--- config.mk ---
export PLATFORM = sky130hd
export DESIGN_NAME = lcd_segment_driver_control
export DESIGN_NICKNAME = d
export VERILOG_FILES = /design/src/rtl/lcd_segment_driver_control.v
export VERILOG_INCLUDE_DIRS = /design/src /design/src/rtl
export SDC_FILE = /design/constraint.sdc
export NUM_CORES = 1
export LEC_CHECK = 0
export BUFFER_PORTS_ARGS = -buffer_cell sky130_fd_sc_hd__buf_2
export CAP_MARGIN = 20
export CORE_MARGIN = 2
export CORE_UTILIZATION = 65
export DETAILED_ROUTE_END_ITERATION = 12
export GPL_TIMING_DRIVEN = 0
export MAX_ROUTING_LAYER = met4
export PLACE_DENSITY = 0.92
export RECOVER_POWER = 100
export SYNTH_ARGS = -nofsm -noshare
export SYNTH_HDL_FRONTEND = slang
export SYNTH_SLANG_ARGS = --single-unit
--- constraint.sdc ---
create_clock -name pclk -period 9.85 [get_ports pclk]
set_input_delay 1.97 -clock pclk [delete_from_list [all_inputs] [get_ports pclk]]
set_output_delay 1.97 -clock pclk [all_outputs]
set_load 0.05 [all_outputs]
--- src/rtl/lcd_segment_driver_defines.vh ---
// register map, field positions, reset values and divider counts of the segment lcd driver
// assumes a 32-bit apb slave with one register per aligned word
`ifndef LCD_SEGMENT_DRIVER_DEFINES_VH
`define LCD_SEGMENT_DRIVER_DEFINES_VH

`define DISPLAY_CONTROL_ADDR 8'h00
`define DISPLAY_PHASE_ADDR 8'h04
`define SEGMENT_PIN_ENABLE_ADDR 8'h08
`define SEGMENT_PIN_ENABLE_LAST 8'h18
`define PIXEL_BANK_ADDR 8'h40
`define PIXEL_BANK_LAST 8'h98

`define CTL_DRIVER_ON 7
`define CTL_SLEEP_RUN_DISABLE 6
`define CTL_WRITE_FAULT 5
`define CTL_UNUSED 4
`define CTL_CLOCK_SRC_HI 3
`define CTL_CLOCK_SRC_LO 2
`define CTL_COMMON_HI 1
`define CTL_COMMON_LO 0

`define PHS_WAVEFORM_KIND 7
`define PHS_HALF_BIAS 6
`define PHS_ACTIVE 5
`define PHS_WRITE_ALLOW 4
`define PHS_DIV_HI 3
`define PHS_DIV_LO 0

`define CTL_RESET 8'h00
`define PHS_RESET 8'h00
`define SEG_RESET 8'h00
`define PIX_RESET 8'h00

`define SRC_SYSTEM 2'h0
`define SRC_TIMER1 2'h1
`define COMMON_STATIC 2'h0
`define COMMON_FOUR 2'h3

`define PIX_BANK_STRIDE 5'h06
`define PIX_COLUMNS 3'h5
`define PIX_ENTRIES 20

`define POSTDIV_SLOW 13'h0020
`define POSTDIV_SYSTEM 8192

`endif

--- src/rtl/lcd_segment_driver_control.v ---
// control, pixel store, clock chain and common sequencer of a 33x4 segment lcd driver
// assumes an apb master on pclk and the two slow clock sources arriving as asynchronous pins
//
// The register addresses and the APB interface to the registers were left to the implementer.
`timescale 1ns/1ps
`include "lcd_segment_driver_defines.vh"

// Notes on behaviour
// - driver_on high runs the whole driver; low holds it disabled.
// - in sleep, sleep_run_disable high stops the driver; low keeps it running.
// - pixel write while write_allow low sets write_fault_flag until software clears it.
// - clock_source_sel 1x internal rc, 01 timer1 oscillator, 00 system clock.
// - common_count_sel picks one to four commons, 33 to 132 pixels.
// - waveform_kind 1 inverts phase at frame edges; 0 inverts within each common.
// - half_third_bias_sel picks 1/2 or 1/3 bias for two or three commons only.
// - driver_active_flag reads 1 while the driver runs.
// - write_allow reads 1 while pixel registers may be written.
// - frame_divider code k divides the baseline by k+1.
// - segment enable bit 1 makes the pin a segment driver, disabling its io.
// - segment enable register k covers segments 8k..8k+7; the fifth holds only segment 32.
// - pixel index x for common y covers segments 8(x-6y)..+7; 5, 11, 17 absent.
// - pixel registers holding segment 32 implement only bit 0.
// - post-divider divides the source by 32 or 8192 for a ~1 kHz baseline.
// - common count sets the ring counter length that walks the common lines.
// - control bit 4 reads zero; writable control and phase bits reset to zero.
// - system clock source uses the POSTDIV_SYSTEM post-divider, divide-by-8192 unless the parameter is overridden.
module lcd_segment_driver_control #(
  parameter POSTDIV_SYSTEM = `POSTDIV_SYSTEM
) (
  input wire pclk,
  input wire presetn,
  input wire psel,
  input wire penable,
  input wire pwrite,
  input wire [7:0] paddr,
  input wire [31:0] pwdata,
  output reg [31:0] prdata,
  output reg pready,
  output reg pslverr,
  input wire internal_rc_31k,
  input wire timer1_osc_clock,
  input wire sleep_mode,
  output reg [3:0] backplane_line,
  output reg [32:0] frontplane_line,
  output reg [32:0] glyph_pin_on,
  output reg phase_invert,
  output reg half_bias_out,
  output reg driver_active_flag
);

////////////////////////////////////////////////////////////////////////////////
// registers
reg [7:0] ctl_ff;
reg [7:0] phs_ff;
reg [7:0] seg_ff [0:4];
reg [7:0] pix_ff [0:`PIX_ENTRIES-1];
reg write_allow_ff;
reg active_ff;

wire [1:0] clock_source_sel = ctl_ff[`CTL_CLOCK_SRC_HI:`CTL_CLOCK_SRC_LO];
wire [1:0] common_count_sel = ctl_ff[`CTL_COMMON_HI:`CTL_COMMON_LO];
wire [3:0] frame_divider = phs_ff[`PHS_DIV_HI:`PHS_DIV_LO];
wire waveform_kind = phs_ff[`PHS_WAVEFORM_KIND];

////////////////////////////////////////////////////////////////////////////////
// pin synchronisers: a change counts once stages two and three agree
reg [2:0] rc_sync_ff;
reg [2:0] t1_sync_ff;
reg [2:0] slp_sync_ff;
reg rc_lvl_ff;
reg t1_lvl_ff;
reg slp_lvl_ff;
wire rc_rise = (rc_sync_ff[1] == rc_sync_ff[2]) && rc_sync_ff[2] && !rc_lvl_ff;
wire t1_rise = (t1_sync_ff[1] == t1_sync_ff[2]) && t1_sync_ff[2] && !t1_lvl_ff;

always @(posedge pclk or negedge presetn) begin
  if (!presetn) begin
    rc_sync_ff <= 3'h0;
    t1_sync_ff <= 3'h0;
    slp_sync_ff <= 3'h0;
    rc_lvl_ff <= 1'b0;
    t1_lvl_ff <= 1'b0;
    slp_lvl_ff <= 1'b0;
  end else begin
    rc_sync_ff <= {rc_sync_ff[1:0], internal_rc_31k};
    t1_sync_ff <= {t1_sync_ff[1:0], timer1_osc_clock};
    slp_sync_ff <= {slp_sync_ff[1:0], sleep_mode};
    if (rc_sync_ff[1] == rc_sync_ff[2]) begin
      rc_lvl_ff <= rc_sync_ff[2];
    end
    if (t1_sync_ff[1] == t1_sync_ff[2]) begin
      t1_lvl_ff <= t1_sync_ff[2];
    end
    if (slp_sync_ff[1] == slp_sync_ff[2]) begin
      slp_lvl_ff <= slp_sync_ff[2];
    end
  end
end

////////////////////////////////////////////////////////////////////////////////
// clock chain: source select, post-divider, frame prescaler
reg [12:0] post_cnt_ff;
reg [3:0] pre_cnt_ff;
reg src_tick;
reg [12:0] post_last;

always @* begin
  if (clock_source_sel[1]) begin
    src_tick = rc_rise;
    post_last = `POSTDIV_SLOW - 13'h0001;
  end else if (clock_source_sel == `SRC_TIMER1) begin
    src_tick = t1_rise;
    post_last = `POSTDIV_SLOW - 13'h0001;
  end else begin
    src_tick = 1'b1;
    post_last = POSTDIV_SYSTEM[12:0] - 13'h0001;
  end
end

wire base_tick = active_ff && src_tick && (post_cnt_ff == post_last);
wire step_tick = base_tick && (pre_cnt_ff == frame_divider);

always @(posedge pclk or negedge presetn) begin
  if (!presetn) begin
    post_cnt_ff <= 13'h0000;
    pre_cnt_ff <= 4'h0;
  end else if (!active_ff) begin
    post_cnt_ff <= 13'h0000;
    pre_cnt_ff <= 4'h0;
  end else begin
    if (src_tick) begin
      post_cnt_ff <= (post_cnt_ff >= post_last) ? 13'h0000 : post_cnt_ff + 13'h0001;
    end
    if (base_tick) begin
      pre_cnt_ff <= (pre_cnt_ff == frame_divider) ? 4'h0 : pre_cnt_ff + 4'h1;
    end
  end
end

////////////////////////////////////////////////////////////////////////////////
// activity and common ring counter
wire nxt_active = ctl_ff[`CTL_DRIVER_ON] && !(slp_lvl_ff && ctl_ff[`CTL_SLEEP_RUN_DISABLE]);
reg [1:0] com_ff;
reg half_ff;
reg phase_ff;
wire last_com = (com_ff == common_count_sel);
wire com_step = step_tick && (waveform_kind || half_ff);
wire frame_wrap = com_step && last_com;

always @(posedge pclk or negedge presetn) begin
  if (!presetn) begin
    active_ff <= 1'b0;
    com_ff <= 2'h0;
    half_ff <= 1'b0;
    phase_ff <= 1'b0;
    write_allow_ff <= 1'b1;
  end else begin
    active_ff <= nxt_active;
    if (!active_ff) begin
      com_ff <= 2'h0;
      half_ff <= 1'b0;
      phase_ff <= 1'b0;
    end else begin
      if (com_step) begin
        com_ff <= last_com ? 2'h0 : com_ff + 2'h1;
      end
      if (waveform_kind) begin
        if (frame_wrap) begin
          phase_ff <= !phase_ff;
        end
      end else if (step_tick) begin
        half_ff <= !half_ff;
        phase_ff <= !half_ff;
      end
    end
    // pixel writes are held off while the last common of a frame is driven
    write_allow_ff <= !nxt_active || !(last_com && !frame_wrap);
  end
end

////////////////////////////////////////////////////////////////////////////////
// apb decode
wire access = psel && penable;
wire is_ctl = (paddr == `DISPLAY_CONTROL_ADDR);
wire is_phs = (paddr == `DISPLAY_PHASE_ADDR);
wire is_seg = (paddr >= `SEGMENT_PIN_ENABLE_ADDR) && (paddr <= `SEGMENT_PIN_ENABLE_LAST) &&
  (paddr[1:0] == 2'h0);
// byte offset into the pixel bank, then the word index x
wire [7:0] pix_off = paddr - `PIXEL_BANK_ADDR;
wire [5:0] pix_x = pix_off[7:2];
wire [1:0] pix_com = (pix_x >= 6'd18) ? 2'h3 : (pix_x >= 6'd12) ? 2'h2 :
  (pix_x >= 6'd6) ? 2'h1 : 2'h0;
wire [5:0] pix_col6 = pix_x - {1'b0, pix_com, 1'b0} - {2'h0, pix_com, 2'h0} +
  {3'h0, pix_com, 1'b0} - {3'h0, pix_com, 1'b0} - {4'h0, pix_com} - {4'h0, pix_com} +
  {4'h0, pix_com} + {4'h0, pix_com};
wire [2:0] pix_col = pix_col6[2:0];
wire is_pix = (paddr >= `PIXEL_BANK_ADDR) && (paddr <= `PIXEL_BANK_LAST) &&
  (paddr[1:0] == 2'h0) && (pix_col < `PIX_COLUMNS);
wire [4:0] pix_idx = {3'h0, pix_com} * 5'd5 + {2'h0, pix_col};
wire [2:0] seg_idx = paddr[4:2] - 3'h2;
wire mapped = is_ctl || is_phs || is_seg || is_pix;
wire commit = access && pready;
wire wr_commit = commit && pwrite;
wire pix_fault = wr_commit && is_pix && !write_allow_ff;

reg [7:0] rd_val;
always @* begin
  rd_val = 8'h00;
  if (is_ctl) begin
    rd_val = ctl_ff & ~(8'h01 << `CTL_UNUSED);
  end else if (is_phs) begin
    rd_val = phs_ff;
    rd_val[`PHS_ACTIVE] = active_ff;
    rd_val[`PHS_WRITE_ALLOW] = write_allow_ff;
  end else if (is_seg) begin
    rd_val = seg_ff[seg_idx];
  end else if (is_pix) begin
    rd_val = pix_ff[pix_idx];
  end
end

always @(posedge pclk or negedge presetn) begin
  if (!presetn) begin
    pready <= 1'b0;
    prdata <= 32'h00000000;
    pslverr <= 1'b0;
  end else begin
    pready <= access && !pready;
    pslverr <= access && !pready && !mapped;
    prdata <= (access && !pready) ? {24'h000000, rd_val} : 32'h00000000;
  end
end

////////////////////////////////////////////////////////////////////////////////
// register writes
always @(posedge pclk or negedge presetn) begin
  if (!presetn) begin
    ctl_ff <= `CTL_RESET;
    phs_ff <= `PHS_RESET;
  end else begin
    if (wr_commit && is_ctl) begin
      ctl_ff[7:6] <= pwdata[7:6];
      ctl_ff[3:0] <= pwdata[3:0];
      ctl_ff[`CTL_UNUSED] <= 1'b0;
    end
    // fault set wins over a software clear in the same cycle
    if (pix_fault) begin
      ctl_ff[`CTL_WRITE_FAULT] <= 1'b1;
    end else if (wr_commit && is_ctl && !pwdata[`CTL_WRITE_FAULT]) begin
      ctl_ff[`CTL_WRITE_FAULT] <= 1'b0;
    end
    if (wr_commit && is_phs) begin
      phs_ff[7:6] <= pwdata[7:6];
      phs_ff[3:0] <= pwdata[3:0];
    end
  end
end

genvar g;
generate
  for (g = 0; g < 5; g = g + 1) begin : g_seg
    always @(posedge pclk or negedge presetn) begin
      if (!presetn) begin
        seg_ff[g] <= `SEG_RESET;
      end else if (wr_commit && is_seg && seg_idx == g) begin
        seg_ff[g] <= (g == 4) ? {7'h00, pwdata[0]} : pwdata[7:0];
      end
    end
  end
  for (g = 0; g < `PIX_ENTRIES; g = g + 1) begin : g_pix
    always @(posedge pclk or negedge presetn) begin
      if (!presetn) begin
        pix_ff[g] <= `PIX_RESET;
      end else if (wr_commit && is_pix && write_allow_ff && pix_idx == g) begin
        pix_ff[g] <= (g % 5 == 4) ? {7'h00, pwdata[0]} : pwdata[7:0];
      end
    end
  end
endgenerate

////////////////////////////////////////////////////////////////////////////////
// panel outputs
reg [32:0] row;
reg [32:0] seg_en;
reg [4:0] base;
always @* begin
  base = {3'h0, com_ff} * 5'd5;
  row = {pix_ff[base + 5'd4][0], pix_ff[base + 5'd3], pix_ff[base + 5'd2],
    pix_ff[base + 5'd1], pix_ff[base]};
  seg_en = {seg_ff[4][0], seg_ff[3], seg_ff[2], seg_ff[1], seg_ff[0]};
end

always @(posedge pclk or negedge presetn) begin
  if (!presetn) begin
    backplane_line <= 4'h0;
    frontplane_line <= 33'h000000000;
    glyph_pin_on <= 33'h000000000;
    phase_invert <= 1'b0;
    half_bias_out <= 1'b0;
    driver_active_flag <= 1'b0;
  end else begin
    glyph_pin_on <= seg_en;
    driver_active_flag <= active_ff;
    phase_invert <= active_ff && phase_ff;
    half_bias_out <= phs_ff[`PHS_HALF_BIAS] && (common_count_sel != `COMMON_STATIC) &&
      (common_count_sel != `COMMON_FOUR);
    backplane_line <= active_ff ? (4'h1 << com_ff) : 4'h0;
    frontplane_line <= active_ff ? (row & seg_en) : 33'h000000000;
  end
end

endmodule // lcd_segment_driver_control

==> flow_metrics.tcl, run 1 <==
set metrics [dict create \
    synth_enable_flop_cells 0 \
    yosysWarnings 0 \
    reg2regPathDepth 12 \
    fin_nets 1642 \
    die_x_um 163 \
    max-cap-violations 12 \
    wl_um 56900 \
    hold_viol 0 \
    postCtsResizedCells 0 \
    endpoint "pix_ff[37]$_DFFE_PN0P_" \
    cts_hold_buf 0 \
    hold_path.class "reg2reg" \
    antenna_left 0 \
    multi_input_area_um2 8410 \
    worst-path-buf-inv 3 \
    fin_cells 1915 \
    worstMarginPinSlew_ps 3260 \
    drt_iter0_drc 2509 \
    antenna_found_initial 5 \
    ys_top_cells_by_count "295 x dfrtp_1, 197 x mux2_2, 116 x nand2_1" \
    fillers 1624 \
    path_cells "clkbuf_1, clkbuf_1, clkbuf_1, nor3_1, a21oi_1, a21bo_1, ha_1, xor2_1, xnor2_1, ha_1, xnor2_1, ha_1, ha_1, a21oi_1, and2_0, nand2_1, nor4_1, mux2_2" \
    setup_violations 0 \
    drive_gt1_frac 0.228 \
    cts_tree "yes" \
    fp.dieH_um 163 \
    cp_top_family "simple AND/OR/NAND/NOR gates" \
    seqCellArea_um2 7410 \
    wl_per_cell_um 29.7 \
    tns_ps 0 \
    cts-root-buf "clkbuf_16" \
    final_area_um2 18300 \
    clkTransAtPathRegs_ps 70 \
    critical_path_class "in2reg" \
    p_per_area_nw_per_um2 163 \
    ys_types 71 \
    synthTopCellsByArea "dfrtp_1 45%, mux2_2 13%, mux4_2 10%, mux2i_1 5.3%, o21ai_0 2.7%" \
    grt_pass1_wl_um 84900 \
    fin_crit_sh 0.867 \
    r2r_slack_ps 2840 \
    crit_path_frequent_cell "ha_1" \
    period_minus_slack_ps 8540 \
    cts_made_buffers 29 \
    start_util 0.660 \
    cts_htree_levels 1 \
    cp_max_fo 10 \
    core_um2 25000 \
    syn_avg_cell_area_um2 11.8 \
    via_per_inst 7.30 \
    num_vias 14000 \
    final_util 0.730 \
    async_flop_share 1.00 \
    cts_buffer_depth 3 \
    yosysTopAreaCell "dfrtp_1" \
    place_congestion 1.03 \
    r2r_end "frontplane_line[15]$_DFF_PN0_" \
    yosysSeqAreaShare 0.448 \
    area.growth.synth_to_final_pct 10.7 \
    worstSetupEndpointType "flip-flop" \
    cp.required_ps 10280 \
    skew_ps 28.3 \
    rsz0062_at_grt "no" \
    timing.rr.start "com_ff[0]$_DFFE_PN0P_" \
    status "finished, violations left" \
    io_buffers 105 \
    slowest_stage "nor4_1" \
    grt_pass1_vias 13800 \
    synth.most_common_cell "dfrtp_1" \
    p_leak_nw 8.09 \
    cts_sinks 296 \
    clk-insertion-delay-late_ps 570 \
    dp.cells 1859 \
    syn-cell-area_um2 16500 \
    crit_path_start "paddr[2]" \
    rows 58 \
    netlist_instances 1397 \
    slew_headroom -1.18 \
    placed_area_um2 17600 \
    max_clock_freq_mhz 117 \
    violations "max-capacitance violations, max-slew violations" \
    start_kind "input port" \
    postCtsSetupBuffers 0 \
    slew_violations 277 \
    grt_use_total 0.443 \
    crit_cells 18 \
    synth_top_area_frac 0.447 \
    critPathMaxStageDelay_ps 2180 \
    first_pass_iters 8 \
    ios 155 \
    dpl.hpwl_um 38900 \
    ir_worst_vdd_uv 135 \
    ys_seq_elements 296 \
    dieArea_um2 26700 \
    route.detailed.drc 0 \
    critPathArrivalTime_ps 8960 \
    gr-total-overflow 0 \
    ys.flop_type "dfrtp_1" \
    grt_max_degree 130 \
]
cells by family (layout without fill, tap and decap cells):
family                     Yosys count  count (layout)  share of synthesized area
other                                1              28                   0.000227
AOI/OAI and AO/OA                  233             233                     0.0857
and+or+nand+nor                    316             316                     0.0991
buffers and inverters              138             299                     0.0386
adders and majority gates           35              35                     0.0268
muxes                              362             362                      0.293
DFF                                296             296                      0.448
xor gates and xnor gates            16              16                    0.00848
cells in the final DEF (no fill, tap or decap), types with 5 or more instances in the layout:
| cell type | netlist | final |
|---|---|---|
| dfrtp_1 | 295 | 295 |
| mux2_2 | 197 | 178 |
| clkbuf_1 | 58 | 165 |
| nand2_1 | 116 | 117 |
| o21ai_0 | 90 | 90 |
| mux2i_1 | 87 | 87 |
| mux4_2 | 77 | 77 |
| a21oi_1 | 72 | 72 |
| nor2_1 | 58 | 58 |
| nand3_1 | 40 | 40 |
| ha_1 | 33 | 33 |
| clkbuf_16 | 0 | 29 |
| nor3_1 | 20 | 25 |
| buf_2 | 14 | 25 |
| inv_1 | 24 | 24 |
| buf_4 | 25 | 24 |
| conb_1 | 1 | 24 |
| and3_1 | 21 | 21 |
| mux2_1 | 1 | 20 |
| a221oi_1 | 14 | 14 |
| nor4_1 | 7 | 13 |
| buf_1 | 15 | 12 |
| xor2_1 | 11 | 11 |
| nand4_1 | 9 | 9 |
| clkinv_2 | 0 | 7 |
| a31oi_1 | 6 | 6 |
| xnor2_1 | 5 | 5 |
| a22oi_1 | 5 | 5 |
| and2_1 | 7 | 5 |
| nor2b_1 | 5 | 5 |
| o211a_1 | 5 | 5 |
| a221o_1 | 5 | 5 |
final cells by class:
type | count | area share
antenna | 4 | 0.000547
buffer | 113 | 0.0285
clock buffer | 38 | 0.0432
clock inverter | 14 | 0.00985
inverter | 25 | 0.00513
multi-input combinational | 986 | 0.460
sequential | 296 | 0.405
tap | 330 | 0.0226
timing repair buffer | 109 | 0.0250
per-layer routing:
layer	vias up	global-route usage	part of all wire
li1	5461	-	-
met1	6722	0.562	0.36
met2	1405	0.619	0.42
met3	384	0.168	0.15
met4	0	0.236	0.067
met5	-	-	0
worst min path at each step:
| stage | from | endpoint | slack (ps) | depth (start not counted) |
|---|---|---|---|---|
| after global routing | slp_sync_ff[0]$_DFF_PN0_ | slp_sync_ff[1]$_DFF_PN0_ | 360 | 0 |
| after floorplan | rc_sync_ff[0]$_DFF_PN0_ | rc_sync_ff[1]$_DFF_PN0_ | 330 | 0 |
| after detailed placement | slp_sync_ff[0]$_DFF_PN0_ | slp_sync_ff[1]$_DFF_PN0_ | 340 | 0 |
| final | slp_sync_ff[0]$_DFF_PN0_ | slp_sync_ff[1]$_DFF_PN0_ | 350 | 0 |
| after CTS | slp_sync_ff[0]$_DFF_PN0_ | slp_sync_ff[1]$_DFF_PN0_ | 350 | 0 |
| after global placement | t1_sync_ff[0]$_DFF_PN0_ | t1_sync_ff[1]$_DFF_PN0_ | 330 | 0 |
per-stage QoR:
stage	hold WS (ps)	worst slack (ps)	total power [mW]
after global routing	358	1110	3.06
after floorplan	331	3220	1.64
after detailed placement	336	1640	1.85
after CTS	351	2170	2.99
after global placement	332	1730	1.84
final	350	1310	2.99
flip-flops by register name, indices dropped and copies added, names as in the netlist, 2 cells and up:
register         count
slp_sync_ff          3
t1_sync_ff           3
pre_cnt_ff           4
backplane_line       4
rc_sync_ff           3
frontplane_line     33
phs_ff               2
post_cnt_ff         13
seg_en              33
glyph_pin_on        33
prdata               8
com_ff               2
frame_divider        4
ctl_ff               7
pix_ff             132
where the power goes:
group | total (mW) | internal, mW | switching [mW]
combinational | 0.583 | 0.159 | 0.424
sequential | 1.24 | 1.23 | 0.0140
clock | 1.16 | 0.669 | 0.496
No activity file was read; power rests on OpenSTA's default activity.
==> inputs of run 2 (changes only) <==
--- a/config.mk
+++ b/config.mk
@@ -6,8 +6,9 @@
 export SDC_FILE = /design/constraint.sdc
 export NUM_CORES = 1
 export LEC_CHECK = 0
-export BUFFER_PORTS_ARGS = -buffer_cell sky130_fd_sc_hd__buf_2
+export BUFFER_PORTS_ARGS = -buffer_cell sky130_fd_sc_hd__buf_4
 export CAP_MARGIN = 20
+export CORE_ASPECT_RATIO = 0.9
 export CORE_MARGIN = 2
 export CORE_UTILIZATION = 65
 export DETAILED_ROUTE_END_ITERATION = 12
==> run 2 against run 1 <==
Against the previous run:
- non-clock buffer count did not move
- flip-flop and latch count did not move
- worst setup slack improved by 200 ps
- maximum frequency rose by 2.5%
- routed wire length rose by 5.3%
- global-route usage rose by 2.7 points
- clock power rose by 11%
- critical path depth rose by 2
- power rose by 3.1%
- the flow still finishes with violations (max-capacitance violations, max-slew violations)
==> flow_metrics.tcl, run 2 (synthesis gave the netlist of run 1 again) <==
set metrics [dict create \
    status "finished, violations left" \
    violations "max-capacitance violations, max-slew violations" \
    wl_per_cell_um 30.9 \
    max-cap-violations 12 \
    cp_top_family "simple AND/OR/NAND/NOR gates" \
    hold_depth 0 \
    num_vias 14200 \
    start_util 0.659 \
    cp.required_ps 10300 \
    drive_gt1_frac 0.241 \
    ir_worst_vdd_uv 142 \
    cts_htree_levels 1 \
    io_buffers 105 \
    worst-path-buf-inv 6 \
    period_minus_slack_ps 8330 \
    slowest_stage "nor4_1" \
    postCtsSetupBuffers 0 \
    cts_made_buffers 30 \
    cp_max_fo 10 \
    slew_headroom -1.81 \
    via_per_inst 7.33 \
    final_cell_mix "295 x dfrtp_1, 189 x mux2_2, 161 x clkbuf_1, 117 x nand2_1, 90 x o21ai_0" \
    grt_max_degree 115 \
    die_x_um 172 \
    critical_path_class "in2reg" \
    grt_pass1_wl_um 88600 \
    placed_area_um2 17900 \
    worstMarginPinSlew_ps 4220 \
    cts-root-buf "clkbuf_16" \
    seqCellArea_um2 7410 \
    max_clock_freq_mhz 120 \
    fin_cells 1936 \
    crit_path_start "paddr[3]" \
    hold_path.class "reg2reg" \
    fin_crit_sh 0.846 \
    critPathMaxStageDelay_ps 2320 \
    rsz0062_at_grt "no" \
    rows 55 \
    area.growth.synth_to_final_pct 12.1 \
    wl_met1_um 20700 \
    fp.dieH_um 155 \
    clk-insertion-delay-late_ps 590 \
    cts_tree "yes" \
    crit_path_frequent_cell "ha_1" \
    place_congestion 1.03 \
    r2r_end "frontplane_line[12]$_DFF_PN0_" \
    largest_register_ffs 132 \
    fin_nets 1643 \
    dpl.hpwl_um 39800 \
    postCtsResizedCells 0 \
    cts_sinks 296 \
    worstSetupEndpointType "flip-flop" \
    route.detailed.drc 0 \
    grt_pass1_vias 13900 \
    multi_input_area_um2 8410 \
    slew_violations 285 \
    dr_wl_met2_um 25800 \
    p_leak_nw 8.16 \
    start_kind "input port" \
    dieArea_um2 26700 \
    min_from "rc_sync_ff[0]$_DFF_PN0_" \
    first_pass_iters 12 \
    fillers 1655 \
    setup_violations 0 \
    grt_use_total 0.470 \
    dp.cells 1870 \
    finalPower_mw 3.08 \
    tns_ps 0 \
    timing.rr.start "com_ff[0]$_DFFE_PN0P_" \
    route.top_layer_used "met4" \
    path_cells "clkbuf_1, clkbuf_1, inv_1, ha_1, a21oi_1, o21ai_0, inv_1, a21bo_2, ha_1, xor2_1, xnor2_1, ha_1, xnor2_1, ha_1, inv_1, fa_1, xor2_1, clkbuf_1, nor4_1, mux2_2" \
    p_per_area_nw_per_um2 166 \
    final_area_um2 18500 \
    ios 155 \
    core_um2 25000 \
    antenna_left 0 \
    reg2regPathDepth 12 \
    cts_hold_buf 0 \
    skew_ps 28.6 \
    layout_commonest_cell "dfrtp_1" \
    regMostFlops "pix_ff" \
    clkTransAtPathRegs_ps 70 \
    r2r_slack_ps 2270 \
    min_delay_worst_endpoint "rc_sync_ff[1]$_DFF_PN0_" \
    cts_buffer_depth 3 \
    gr-total-overflow 0 \
    hold_viol 0 \
    wl_um 59900 \
    drt_iter0_drc 2306 \
    antenna_found_initial 6 \
    met3WireLength_um 8810 \
    critPathArrivalTime_ps 8780 \
]
==> run 2: worst max-delay path by stage <==
stage | to | cells after the start
2_1_floorplan | pix_ff[24]$_DFFE_PN0P_ | 22
6_report | pix_ff[56]$_DFFE_PN0P_ | 20
4_1_cts | prdata[7]$_DFF_PN0_ | 22
3_3_place_gp | prdata[7]$_DFF_PN0_ | 21
3_5_place_dp | prdata[7]$_DFF_PN0_ | 22
5_1_grt | pix_ff[140]$_DFFE_PN0P_ | 2
==> run 2: layer usage <==
metal  up-vias  track usage
met4         0        0.260
met1      6818        0.583
met2      1447        0.671
met3       436        0.174
met5         -            -
li1       5490            -
==> run 2: stage by stage <==
| stage | setup slack, ps | util | hold slack [ps] |
|---|---|---|---|
| 4_1_cts | 2360 | 0.759 | 359 |
| 6_report | 1520 | 0.740 | 361 |
| 3_3_place_gp | 1910 | 0.711 | 333 |
| 5_1_grt | 1210 | 0.739 | 366 |
| 3_5_place_dp | 1760 | 0.714 | 338 |
| 2_1_floorplan | 3220 | - | 331 |
==> run 2: worst register-to-register path, stage by stage (launching register included) <==
cell	delay, ps
dfrtp_1	420
clkbuf_1	460
clkbuf_1	520
clkbuf_1	670
clkinv_1	670
ha_1	800
clkbuf_1	540
clkbuf_1	760
clkbuf_1	850
clkbuf_1	740
nor2_1	420
a21oi_1	310
o21ai_0	240
==> run 2: layout make-up <==
class,instances,share of cell area
Antenna cell,9,0.00122
Buffer,113,0.0284
Clock buffer,41,0.0465
Clock inverter,15,0.0141
Inverter,25,0.00507
Multi-Input combinational cell,986,0.454
Sequential cell,296,0.400
Tap cell,342,0.0231
Timing Repair Buffer,109,0.0276
==> run 2: report_power, final <==
group          total [mW]  internal, mW  switching, mW
Sequential           1.24          1.23         0.0136
Clock                1.29         0.773          0.516
Combinational       0.551         0.161          0.390
Total                3.08          2.16          0.920
